`config.mk`:
```
export PLATFORM = sky130hd
export DESIGN_NAME = tcd_decoder
export DESIGN_NICKNAME = d
export VERILOG_FILES = /design/src/tcd_pkg.sv /design/src/tcd_fifo.sv /design/src/tcd_decoder.sv
export SDC_FILE = /design/constraint.sdc
export NUM_CORES = 2
export LEC_CHECK = 0
export BUFFER_PORTS_ARGS = -buffer_cell sky130_fd_sc_hd__buf_2
export CAP_MARGIN = 15
export CELL_PAD_IN_SITES_DETAIL_PLACEMENT = 2
export CELL_PAD_IN_SITES_GLOBAL_PLACEMENT = 2
export CORE_UTILIZATION = 45
export DETAILED_ROUTE_END_ITERATION = 16
export GPL_TIMING_DRIVEN = 0
export PLACE_DENSITY_LB_ADDON = 0.1
export SYNTH_ARGS = -nofsm -noshare
export SYNTH_HDL_FRONTEND = slang
export SYNTH_SLANG_ARGS = --single-unit
```
`constraint.sdc`:
```
create_clock -name mclk -period 4.4 [get_ports mclk]
set_input_delay 0.66 -clock mclk [delete_from_list [all_inputs] [get_ports mclk]]
set_output_delay 0.66 -clock mclk [all_outputs]
set_load 0.005 [all_outputs]
```
`src/tcd_pkg.sv`:
```
// Notes on behaviour
// - Bit 0 clear selects normal switched channel.
// - Bit 15 gates law conversion by high word.
// - Bit 14 picks constant or variable delay.
// - Bits 13-9 give source stream number.
// - Bits 8-1 give source channel number.
// - Bit 0 set: bits 2-1 pick mode.
// - Message mode outputs bits 10-3 only.
// - Special mode converts message data only.
// - Equal input/output laws mean no translation.
// - Address bit 13 reaches memory; select word.
package tcd_pkg;

  // ---------------------------------------------
  // Host port layout
  // ---------------------------------------------
  localparam int ADDR_W = 14;
  localparam int MEM_SEL_BIT = 13;
  localparam int STR_ADDR_LSB = 8;
  localparam int WORD_W = 16;
  localparam logic [15:0] LOW_RST = 16'h0000;
  localparam logic [15:0] HIGH_RST = 16'h0000;

  // ---------------------------------------------
  // Low connection word fields
  // ---------------------------------------------
  localparam int SPECIAL_BIT = 0;
  localparam int CONV_BIT = 15;
  localparam int VAR_BIT = 14;
  localparam int STREAM_LSB = 9;
  localparam int STREAM_W = 5;
  localparam int CHAN_LSB = 1;
  localparam int CHAN_W = 8;
  localparam int MODE_LSB = 1;
  localparam int MSG_LSB = 3;
  localparam int MSG_W = 8;
  localparam logic [1:0] PCC_TRISTATE = 2'b00;
  localparam logic [1:0] PCC_MESSAGE = 2'b01;
  localparam logic [1:0] PCC_BER = 2'b10;

  // ---------------------------------------------
  // High connection word fields
  // ---------------------------------------------
  localparam int OCL_LSB = 0;
  localparam int ICL_LSB = 2;
  localparam int LAW_W = 2;
  localparam int VD_BIT = 4;

  // ---------------------------------------------
  // Decoded entry layout in the queue
  // ---------------------------------------------
  localparam int F_MODE = 0;
  localparam int F_STREAM = 3;
  localparam int F_CHAN = 8;
  localparam int F_VAR = 16;
  localparam int F_MSG = 17;
  localparam int F_CONV = 25;
  localparam int F_XLATE = 26;
  localparam int F_ICL = 27;
  localparam int F_OCL = 29;
  localparam int F_VD = 31;
  localparam int F_HIZ = 32;
  localparam int FIFO_W = 33;
  localparam int FIFO_DEPTH = 32;

  typedef enum logic [2:0] {
    MODE_NORMAL   = 3'b000,
    MODE_TRISTATE = 3'b001,
    MODE_MESSAGE  = 3'b010,
    MODE_BER      = 3'b011,
    MODE_RESERVED = 3'b100
  } tcd_mode_t;

endpackage

```
`src/tcd_fifo.sv`:
```
module tcd_fifo #(
  parameter int WIDTH = 33,
  parameter int DEPTH = 32
) (
  input wire logic mclk,
  input wire logic rst_b,
  input wire logic in_valid,
  output logic in_ready,
  input wire logic [WIDTH-1:0] in_data,
  output logic out_valid,
  input wire logic out_ready,
  output logic [WIDTH-1:0] out_data
);
  localparam int PW = (DEPTH > 1) ? $clog2(DEPTH) : 1;
  localparam logic [PW-1:0] LAST = PW'(DEPTH - 1);

  // Refuse sizes the pointer logic cannot serve
  if (DEPTH < 2 || WIDTH < 1) begin : g_bad_size
    $error("tcd_fifo: depth must be 2 or more, width 1 or more");
  end

  logic [WIDTH-1:0] mem_ff [DEPTH];
  logic [PW-1:0] wr_ptr_ff;
  logic [PW-1:0] rd_ptr_ff;
  logic [PW:0] cnt_ff;
  logic [PW:0] nxt_cnt;
  logic in_ready_ff;
  logic push;
  logic pop;

  assign push = in_valid && in_ready_ff;
  assign pop = out_valid && out_ready;
  assign out_valid = (cnt_ff != '0);
  assign out_data = mem_ff[rd_ptr_ff];
  assign in_ready = in_ready_ff;

  // Occupancy; ready is a flop so it cannot glitch back to the source
  always_comb begin
    nxt_cnt = cnt_ff;
    if (push && !pop) begin
      nxt_cnt = cnt_ff + 1'b1;
    end else if (pop && !push) begin
      nxt_cnt = cnt_ff - 1'b1;
    end
  end

  always_ff @(posedge mclk or negedge rst_b) begin
    if (!rst_b) begin
      cnt_ff <= '0;
      in_ready_ff <= 1'b0;
    end else begin
      cnt_ff <= nxt_cnt;
      in_ready_ff <= (nxt_cnt < (PW+1)'(DEPTH));
    end
  end

  // Pointers wrap at depth, so any depth of 2 or more works
  always_ff @(posedge mclk or negedge rst_b) begin
    if (!rst_b) begin
      wr_ptr_ff <= '0;
      rd_ptr_ff <= '0;
    end else begin
      if (push) begin
        wr_ptr_ff <= (wr_ptr_ff == LAST) ? '0 : wr_ptr_ff + 1'b1;
      end
      if (pop) begin
        rd_ptr_ff <= (rd_ptr_ff == LAST) ? '0 : rd_ptr_ff + 1'b1;
      end
    end
  end

  // Storage is written only, never reset
  always_ff @(posedge mclk) begin
    if (push) begin
      mem_ff[wr_ptr_ff] <= in_data;
    end
  end

endmodule

```
`src/tcd_decoder.sv`:
```
module tcd_decoder
  import tcd_pkg::*;
#(
  parameter int STR_BITS = 1,
  parameter int CHN_BITS = 4
) (
  input wire logic mclk,
  input wire logic rst_b,
  input wire logic host_wr,
  input wire logic host_rd,
  input wire logic [tcd_pkg::ADDR_W-1:0] host_addr,
  input wire logic [tcd_pkg::WORD_W-1:0] host_wdata,
  output logic [tcd_pkg::WORD_W-1:0] host_rdata,
  input wire logic word_high_select,
  input wire logic variable_delay_global_enable,
  input wire logic req_valid,
  output logic req_ready,
  input wire logic [STR_BITS+CHN_BITS-1:0] req_chan,
  output logic out_valid,
  input wire logic out_ready,
  output tcd_pkg::tcd_mode_t out_mode,
  output logic [tcd_pkg::STREAM_W-1:0] out_src_stream,
  output logic [tcd_pkg::CHAN_W-1:0] out_src_chan,
  output logic out_var_delay,
  output logic [tcd_pkg::MSG_W-1:0] out_msg,
  output logic out_conv_en,
  output logic out_xlate,
  output logic [tcd_pkg::LAW_W-1:0] out_icl,
  output logic [tcd_pkg::LAW_W-1:0] out_ocl,
  output logic out_voice_data,
  output logic out_hiz
);
  import tcd_pkg::*;

  localparam int IDX_W = STR_BITS + CHN_BITS;
  localparam int ENTRIES = 1 << IDX_W;

  // Index fields must fit the stream and channel address bits
  if (STR_BITS < 1 || STR_BITS > 5 || CHN_BITS < 1 || CHN_BITS > 8) begin : g_bad_size
    $error("tcd_decoder: stream bits 1..5, channel bits 1..8");
  end

  // ---------------------------------------------
  // Connection memory, host side
  // ---------------------------------------------
  logic [WORD_W-1:0] conn_low_ff [ENTRIES];
  logic [WORD_W-1:0] conn_high_ff [ENTRIES];
  logic [WORD_W-1:0] host_rdata_ff;
  logic [IDX_W-1:0] host_idx;
  logic host_hit;

  // Addresses beyond the implemented streams/channels are not decoded
  assign host_idx = {host_addr[STR_ADDR_LSB +: STR_BITS], host_addr[CHN_BITS-1:0]};
  assign host_hit = host_addr[MEM_SEL_BIT]
    && (host_addr[MEM_SEL_BIT-1:STR_ADDR_LSB] >> STR_BITS) == '0
    && (host_addr[STR_ADDR_LSB-1:0] >> CHN_BITS) == '0;

  // Word select picks low or high half of the entry
  always_ff @(posedge mclk or negedge rst_b) begin
    if (!rst_b) begin
      for (int i = 0; i < ENTRIES; i++) begin
        conn_low_ff[i] <= LOW_RST;
        conn_high_ff[i] <= HIGH_RST;
      end
    end else if (host_wr && host_hit) begin
      if (word_high_select) begin
        conn_high_ff[host_idx] <= host_wdata;
      end else begin
        conn_low_ff[host_idx] <= host_wdata;
      end
    end
  end

  // Reads return data one cycle later; unmapped reads give zero
  always_ff @(posedge mclk or negedge rst_b) begin
    if (!rst_b) begin
      host_rdata_ff <= '0;
    end else if (host_rd) begin
      if (!host_hit) begin
        host_rdata_ff <= '0;
      end else if (word_high_select) begin
        host_rdata_ff <= conn_high_ff[host_idx];
      end else begin
        host_rdata_ff <= conn_low_ff[host_idx];
      end
    end
  end
  assign host_rdata = host_rdata_ff;

  // ---------------------------------------------
  // Per-channel decode
  // ---------------------------------------------
  logic [WORD_W-1:0] cur_low;
  logic [WORD_W-1:0] cur_high;
  logic [FIFO_W-1:0] dec_word;
  tcd_mode_t dec_mode;
  logic [LAW_W-1:0] dec_icl;
  logic [LAW_W-1:0] dec_ocl;
  logic dec_conv;

  assign cur_low = conn_low_ff[req_chan];
  assign cur_high = conn_high_ff[req_chan];
  assign dec_icl = cur_high[ICL_LSB +: LAW_W];
  assign dec_ocl = cur_high[OCL_LSB +: LAW_W];

  // Mode from the special bit and the two-bit mode field
  always_comb begin
    dec_mode = MODE_NORMAL;
    if (cur_low[SPECIAL_BIT]) begin
      case (cur_low[MODE_LSB +: 2])
        PCC_TRISTATE: dec_mode = MODE_TRISTATE;
        PCC_MESSAGE: dec_mode = MODE_MESSAGE;
        PCC_BER: dec_mode = MODE_BER;
        default: dec_mode = MODE_RESERVED;
      endcase
    end
  end

  // Conversion only for switched or message data; the high word is read
  // when the request is queued, so it must already hold its final law codes
  assign dec_conv = cur_low[CONV_BIT]
    && (dec_mode == MODE_NORMAL || dec_mode == MODE_MESSAGE);

  // Pack fields; fields unused by a mode go out as zero. Bits 14-11 are
  // never looked at in special mode, so stray ones do no harm.
  always_comb begin
    dec_word = '0;
    dec_word[F_MODE +: 3] = dec_mode;
    if (dec_mode == MODE_NORMAL) begin
      dec_word[F_STREAM +: STREAM_W] = cur_low[STREAM_LSB +: STREAM_W];
      dec_word[F_CHAN +: CHAN_W] = cur_low[CHAN_LSB +: CHAN_W];
      dec_word[F_VAR] = cur_low[VAR_BIT] && variable_delay_global_enable;
    end
    if (dec_mode == MODE_MESSAGE) begin
      dec_word[F_MSG +: MSG_W] = cur_low[MSG_LSB +: MSG_W];
    end
    dec_word[F_CONV] = dec_conv;
    if (dec_conv) begin
      dec_word[F_XLATE] = (dec_icl != dec_ocl);
      dec_word[F_ICL +: LAW_W] = dec_icl;
      dec_word[F_OCL +: LAW_W] = dec_ocl;
      dec_word[F_VD] = cur_high[VD_BIT];
    end
    // Reserved mode is kept off the line as the safe choice
    dec_word[F_HIZ] = (dec_mode == MODE_TRISTATE)
      || (dec_mode == MODE_RESERVED);
  end

  // ---------------------------------------------
  // Queue toward the output channel logic
  // ---------------------------------------------
  logic fifo_out_valid;
  logic [FIFO_W-1:0] fifo_out_data;
  logic out_load;
  logic out_valid_ff;
  logic [FIFO_W-1:0] out_word_ff;

  tcd_fifo #(.WIDTH(FIFO_W), .DEPTH(FIFO_DEPTH)) u_fifo (
    .mclk(mclk),
    .rst_b(rst_b),
    .in_valid(req_valid),
    .in_ready(req_ready),
    .in_data(dec_word),
    .out_valid(fifo_out_valid),
    .out_ready(out_load),
    .out_data(fifo_out_data)
  );

  // Output stage refills when empty or when its entry is taken
  assign out_load = !out_valid_ff || out_ready;

  always_ff @(posedge mclk or negedge rst_b) begin
    if (!rst_b) begin
      out_valid_ff <= 1'b0;
      out_word_ff <= '0;
    end else if (out_load) begin
      out_valid_ff <= fifo_out_valid;
      if (fifo_out_valid) begin
        out_word_ff <= fifo_out_data;
      end
    end
  end

  assign out_valid = out_valid_ff;
  assign out_mode = tcd_mode_t'(out_word_ff[F_MODE +: 3]);
  assign out_src_stream = out_word_ff[F_STREAM +: STREAM_W];
  assign out_src_chan = out_word_ff[F_CHAN +: CHAN_W];
  assign out_var_delay = out_word_ff[F_VAR];
  assign out_msg = out_word_ff[F_MSG +: MSG_W];
  assign out_conv_en = out_word_ff[F_CONV];
  assign out_xlate = out_word_ff[F_XLATE];
  assign out_icl = out_word_ff[F_ICL +: LAW_W];
  assign out_ocl = out_word_ff[F_OCL +: LAW_W];
  assign out_voice_data = out_word_ff[F_VD];
  assign out_hiz = out_word_ff[F_HIZ];
endmodule

```
# After elaboration in Yosys (flattened, before gate mapping)
# Memories as Yosys holds them, arrays and structs flattened. A register that Yosys moved wholly into a read port is not among the register bits.
# Cells that the tools add are included.
[totals]
ff_bits = 1058
inputBits = 43
memories = 1
output_inout_bits = 51
ramBits = 1056
[op_classes]
muxes = 29
n_reduce_logical = 25
bitwise = 3
magnitude_cmp = 4
n_eq_ne = 8
add_sub_neg = 4
[memory_table]
columns = ["memory", "words", "width", "rd", "rd_ports_with_merged_regs", "wr", "line", "rtl"]
rows = [
  ["u_fifo.mem_ff", 32, 33, 1, 1, 1, "tcd_fifo.sv:22", "logic [WIDTH-1:0] mem_ff [DEPTH];"],
]
[op_table]
columns = ["op", "count"]
rows = [
  ["$bwmux 512", 2],
  ["$bmux 16 s5", 4],
  ["$mux 16", 9],
  ["$demux 16 s5", 1],
  ["$mux 5", 4],
  ["$mux 6", 3],
  ["$mux 14", 1],
  ["$ge 6x6->1 const B", 2],
  ["$not 5->6", 2],
  ["$add 5x1->5 const B", 2],
  ["$eq 5x5->1 const B", 2],
  ["$logic_and 1x1->1", 10],
  ["$pmux 3 s3", 1],
  ["$logic_not 8->1", 1],
  ["$mux 8", 1],
  ["$add 6x1->6 const B", 1],
  ["$lt 6x1->1 const B", 1],
  ["$lt 6x6->1 const B", 1],
  ["$reduce_and 2->1", 3],
  ["$reduce_bool 6->1", 1],
  ["$sub 6x1->6 const B", 1],
  ["$logic_not 5->1", 1],
  ["$logic_not 1->1", 4],
  ["$eq 3x1->1 const B", 1],
  ["other kinds (11)", 14],
]

# Logic depth before layout (Yosys ltp)
[logic_depth]
ltp_word = 11
ltp_mapped = 13
ltp_nobuf = 11

# Cells and area by module
# From an unflattened synthesis, not the netlist that was laid out.
[hier_totals]
cells_unflattened = 5683
hier_area_um2 = 95579.2
[by_module_without_submodules]
columns = ["module", "cells_each", "area_each_um2", "seq_area_each_um2", "n_inst"]
rows = [
  ["tcd_decoder", 3436, 53659.0, 26875.8, 1],
  ["tcd_fifo", 2247, 41920.2, 32135.8, 1],
]

# Worst setup path before layout
# OpenSTA, ideal clock, no wires.
[synth_path]
path_kind = "input port to flip-flop"
from = "input port req_chan[0]"
to = "memory u_fifo.mem_ff[0][17] (data pin)"
path_buffers = 4
t_required_ps = 4049
path_stages = 13
t_arrival_ps = 4640
path_slack_ps = -591
path_cell_list = "buf_6 -> buf_8 -> buf_8 -> buf_6 -> mux4_2 -> mux4_2 -> nand2_1 -> nand2_1 -> ha_1 -> inv_1 -> nor2_1 -> nand2_2 -> nor2_1"
[synth_between]
elab_chain_len = 9
elab_cells_between_ends = 11
[synth_lines]
columns = ["element", "line", "rtl"]
rows = [
  ["start: declaration", "tcd_decoder.sv:18", "input wire logic [STR_BITS+CHN_BITS-1:0] req_chan,"],
  ["$not 5->6 (not written as such) *", "tcd_decoder.sv:101", "assign cur_low = conn_low_ff[req_chan];"],
  ["$bmux 16 s5 *", "tcd_decoder.sv:101", ""],
  ["$mux 16 (not written as such) * (2 in series)", "tcd_decoder.sv:101", ""],
  ["$eq 2x2->1, or another cell as far along", "tcd_decoder.sv:110", "case (cur_low[MODE_LSB +: 2])"],
  ["$pmux 3 s3", "tcd_decoder.sv:110", ""],
  ["$mux 3 *", "tcd_decoder.sv:109", "if (cur_low[SPECIAL_BIT]) begin"],
  ["named net dec_mode[1]", "tcd_decoder.sv:96", "tcd_mode_t dec_mode;"],
  ["$eq 3x2->1 *", "tcd_decoder.sv:134", "if (dec_mode == MODE_MESSAGE) begin"],
  ["$mux 8 *", "tcd_decoder.sv:134", ""],
  ["named net dec_word[17]", "tcd_decoder.sv:95", "logic [FIFO_W-1:0] dec_word;"],
  ["end: declaration", "tcd_fifo.sv:22", ""],
]
# The timed path passes the listed nets; every way through them passes the cells marked *. The select of a mux whose other input is x is not followed.

# Worst setup path in the final report
[layout_path]
from = "input port req_chan[3]"
to = "memory u_fifo.mem_ff[17][6] (data pin)"
[layout_between]
elab_chain_len = 9
elab_cells_between_ends = 11
[layout_lines]
columns = ["element", "line", "rtl"]
rows = [
  ["$not 5->6 (not written as such) *", "tcd_decoder.sv:101", ""],
  ["$bmux 16 s5 *", "tcd_decoder.sv:101", ""],
  ["$mux 16 (not written as such) * (2 in series)", "tcd_decoder.sv:101", ""],
  ["$eq 2x2->1, or another cell as far along", "tcd_decoder.sv:110", ""],
  ["$pmux 3 s3", "tcd_decoder.sv:110", ""],
  ["$mux 3", "tcd_decoder.sv:109", ""],
  ["$logic_not 3->1", "tcd_decoder.sv:129", "if (dec_mode == MODE_NORMAL) begin"],
  ["$mux 14 *", "tcd_decoder.sv:129", ""],
  ["named net dec_word[6]", "tcd_decoder.sv:95", ""],
]
# Marks and branches as above.

==> impl_metrics.env <==
export IMPL_insertion_delay_ps=910
export IMPL_cts_buffers=231
export IMPL_wl_per_cell_um=44.9
export IMPL_ios=94
export IMPL_cp_required_ps=5100
export IMPL_wirelength_um=385000
export IMPL_nets=5615
export IMPL_post_route_min_period_ps=4280
export IMPL_first_global_vias=61300
export IMPL_grt_max_degree=154
export IMPL_drv_slew=0
export IMPL_setup_viol_count_final=0
export IMPL_cts_tree="built"
export IMPL_vias_per_cell=6.62
export IMPL_crit_arrival_ps=4970
export IMPL_die_area_um2=214000
export IMPL_port_buffers=73
export IMPL_crit_chain="clkbuf_1, buf_2, clkbuf_4, mux4_2, nand2_1, nand2_1, ha_1, a41oi_4, a21oi_4, buf_6, nor2_2, buf_8"
export IMPL_max_freq_ghz=0.234
export IMPL_power_share_clock_pct=39.9
export IMPL_place_congestion=0.908
export IMPL_postSynthAreaPerCell_um2=18.6
export IMPL_grt_pass1_wl_um=529000
export IMPL_dp_cells=8093
export IMPL_htree_levels=4
export IMPL_rsz0062_at_grt="no"
export IMPL_drc=0
export IMPL_die_w_um=462
export IMPL_powerDensity_nw_per_um2=467
export IMPL_hold_viol=0
export IMPL_worst_slew_pin_transition_ps=1320
export IMPL_drtPass1Iterations=5
export IMPL_cts_path_max_buffers=3
export IMPL_die_h_um=462
export IMPL_swShare_pct=29.2
export IMPL_path_buf_inv=5
export IMPL_post_route_period_util_pct=97.2
export IMPL_fin_skew_ps=69.4
export IMPL_drtIter0Drc=5706
export IMPL_max_slew_margin_rel_pct=12.3
export IMPL_fin_cells=8583
export IMPL_synth_flop_cell="dfrtp_1"
export IMPL_p_switching_mw=15.0
export IMPL_combPwrFrac_pct=17.5
export IMPL_ys_seq_area_share_pct=61.9
export IMPL_yosysUniqueCellTypes=69
export IMPL_crit_fanout=27
export IMPL_vias=56800
export IMPL_pwr_share_seq_pct=42.6
export IMPL_outcome="finished, final reports clean"
export IMPL_cts_root_buffer="clkbuf_16"
export IMPL_startpoint_type="primary input"
export IMPL_track_usage_pct=36.2
export IMPL_drive_gt1_share_pct=46.6
export IMPL_slowest_delay_ps=710
export IMPL_rrSetupSlack_ps=200
export IMPL_ant_nets=0
export IMPL_synthArstFlopShare_pct=50.8
export IMPL_drv_cap=0
export IMPL_ys_seq_elements=2147
export IMPL_antenna_found_initial=18
export IMPL_cts_sinks=2147
export IMPL_criticalPathCategory="in2reg"
export IMPL_cp_end_kind="flip-flop"
export IMPL_core_um2=210000
export IMPL_cp_common_cell="nand2_1"
export IMPL_p_total_mw=51.2
export IMPL_hpwlAfterDp_um=263000
export IMPL_ir_drop_v=0.000436
export IMPL_hp_class="in2reg"
export IMPL_syn_area_um2=95400
export IMPL_row_count=168
export IMPL_yosysTopAreaCell="edfxtp_1"
export IMPL_initial_utilization_pct=45.4
export IMPL_crit_family="buffers and inverters"
export IMPL_netlist_instances=5130
export IMPL_internal_power_mw=36.2
export IMPL_synth_nets=5185
export IMPL_synthTopCellsByArea="edfxtp_1 (33%), dfrtp_1 (29%), mux4_2 (18%)"
export IMPL_synth_top_area_share_pct=33.3
export IMPL_yosysWarnings=0
export IMPL_clk_pin_slew_worst_paths_ps=60
export IMPL_synth_edff_count=1056
export IMPL_grt_ovfl_total=0
export IMPL_p_leak_nw=45.5
export IMPL_crit_slowest_cell="buf_2"
export IMPL_area_growth_pct=14.9
[synthesized netlist by cell type, types with 9 or more instances]
cell type,count
nor2b_1,18
nand3_1,13
mux4_1,13
buf_6,26
o221ai_1,10
nand2_1,127
mux4_2,764
inv_1,20
mux2_2,1049
nor2_1,86
a22o_1,22
o22ai_1,13
a22oi_1,30
a221oi_1,14
buf_2,112
a21oi_1,23
nand2b_1,11
dfrtp_1,1091
o21ai_0,53
buf_1,33
nor2_2,34
and2_1,11
nand4_1,9
edfxtp_1,1056
buf_4,45
mux2i_1,128
ha_1,12
clkbuf_1,200
[final cells by class]
cell class | count | area [um^2]
antenna | 10 | 25.0
buffer | 422 | 2260
clock buffer | 345 | 6730
clock inverter | 96 | 1090
fill | 18100 | 100000
inverter | 22 | 87.6
multi-input combinational | 2551 | 34700
sequential | 2147 | 59000
tap | 2805 | 3510
timing repair buffer | 185 | 2240
[worst reg2reg max path: cells and delay by family, from the launching register on]
kind                     cells  cell delay [ps]
AO/OA/AOI/OAI                2              590
flip-flops                   1              420
buffers and inverters        5             1690
XOR/XNOR                     1              180
AND/OR/NAND/NOR              4              570
adder cells (fa/ha/maj)      2              620
[kinds of logic after synthesis]
group,count (synthesis),share of synthesized area [%]
xor+xnor,8,0.0735
buf+inv,444,2.36
simple gates,347,1.73
compound gates,217,1.64
mux,1955,32.2
flops,2147,61.9
fa+ha+maj,12,0.157
[stage by stage]
step / TNS (ps) / hold slack (ps) / setup WS, ps / cell area, um^2 / util, %
2_1_floorplan: -9730 / 364 / -46.1 / 95400 / -
3_3_place_gp: - / 456 / -23310 / 99300 / 47.3
3_5_place_dp: -1635070 / 468 / -3020 / 101000 / 48.2
4_1_cts: -160 / 22.4 / -11.0 / 109000 / 52.1
5_1_grt: 0 / 69.0 / 2.65 / 110000 / 52.2
6_report: 0 / 63.7 / 121 / 110000 / 52.2
[registers in the layout, indices dropped and copies added (netlist names)]
name,count
u_fifo.rd_ptr_ff,5
u_fifo.mem_ff,1056
conn_low_ff,512
u_fifo.in_ready,1
out_word_ff,33
host_rdata,16
u_fifo.cnt_ff,6
u_fifo.wr_ptr_ff,5
conn_high_ff,512
out_valid,1
[power groups by stage]
| stage | combinational (mW) | sequential (mW) | clock [mW] |
|---|---|---|---|
| 5_1_grt | 9.29 | 21.8 | 21.2 |
| 3_5_place_dp | 8.80 | 22.1 | 0 |
| 2_1_floorplan | 4.83 | 22.0 | 0 |
| 3_3_place_gp | 8.22 | 22.1 | 0 |
| 4_1_cts | 8.94 | 21.8 | 20.5 |
| 6_report | 8.97 | 21.8 | 20.4 |
[worst paths after layout]
kind,start,to,cells past startpoint
worst max register to register,u_fifo.cnt_ff[0],u_fifo.cnt_ff[5],14
worst min register to register,out_word_ff[5],out_word_ff[5],2
worst min-delay path,out_ready,out_valid,4
max in group asynchronous,rst_b,conn_high_ff[247],7
worst max-delay path,req_chan[3],u_fifo.mem_ff[17][6],12
min in group asynchronous,rst_b,out_word_ff[17],2
[per-layer routing]
metal,up-vias,part of all wire (%),GRT usage (%),wire length [um]
li1,21400,-,-,-
met1,31900,37,43.8,143000
met2,2576,51,62.1,196000
met3,894,5.6,5.62,21600
met4,14,6.4,20.1,24600
met5,-,0.027,0,104
[layout by cell type, fill, tap and decap left out, drive strengths merged, types with 71 or more instances in the layout]
cell,synthesis,final
mux2i,129,129
dfrtp,1091,1091
nor2,120,132
edfxtp,1056,1056
mux4,777,777
clkbuf,200,546
mux2,1049,1049
buf,222,405
clkinv,1,71
nand2,132,132
[what timing repair did]
action                     4_1_cts  5_1_grt
hold buffers                     1        0
hold endpoints to repair        35        0
cloned                          12        0
gates resized for setup         51        2
setup endpoints to repair      837      270
pin swaps                       18        2
buffers inserted                18        1
(Power assumes the default switching activity.)
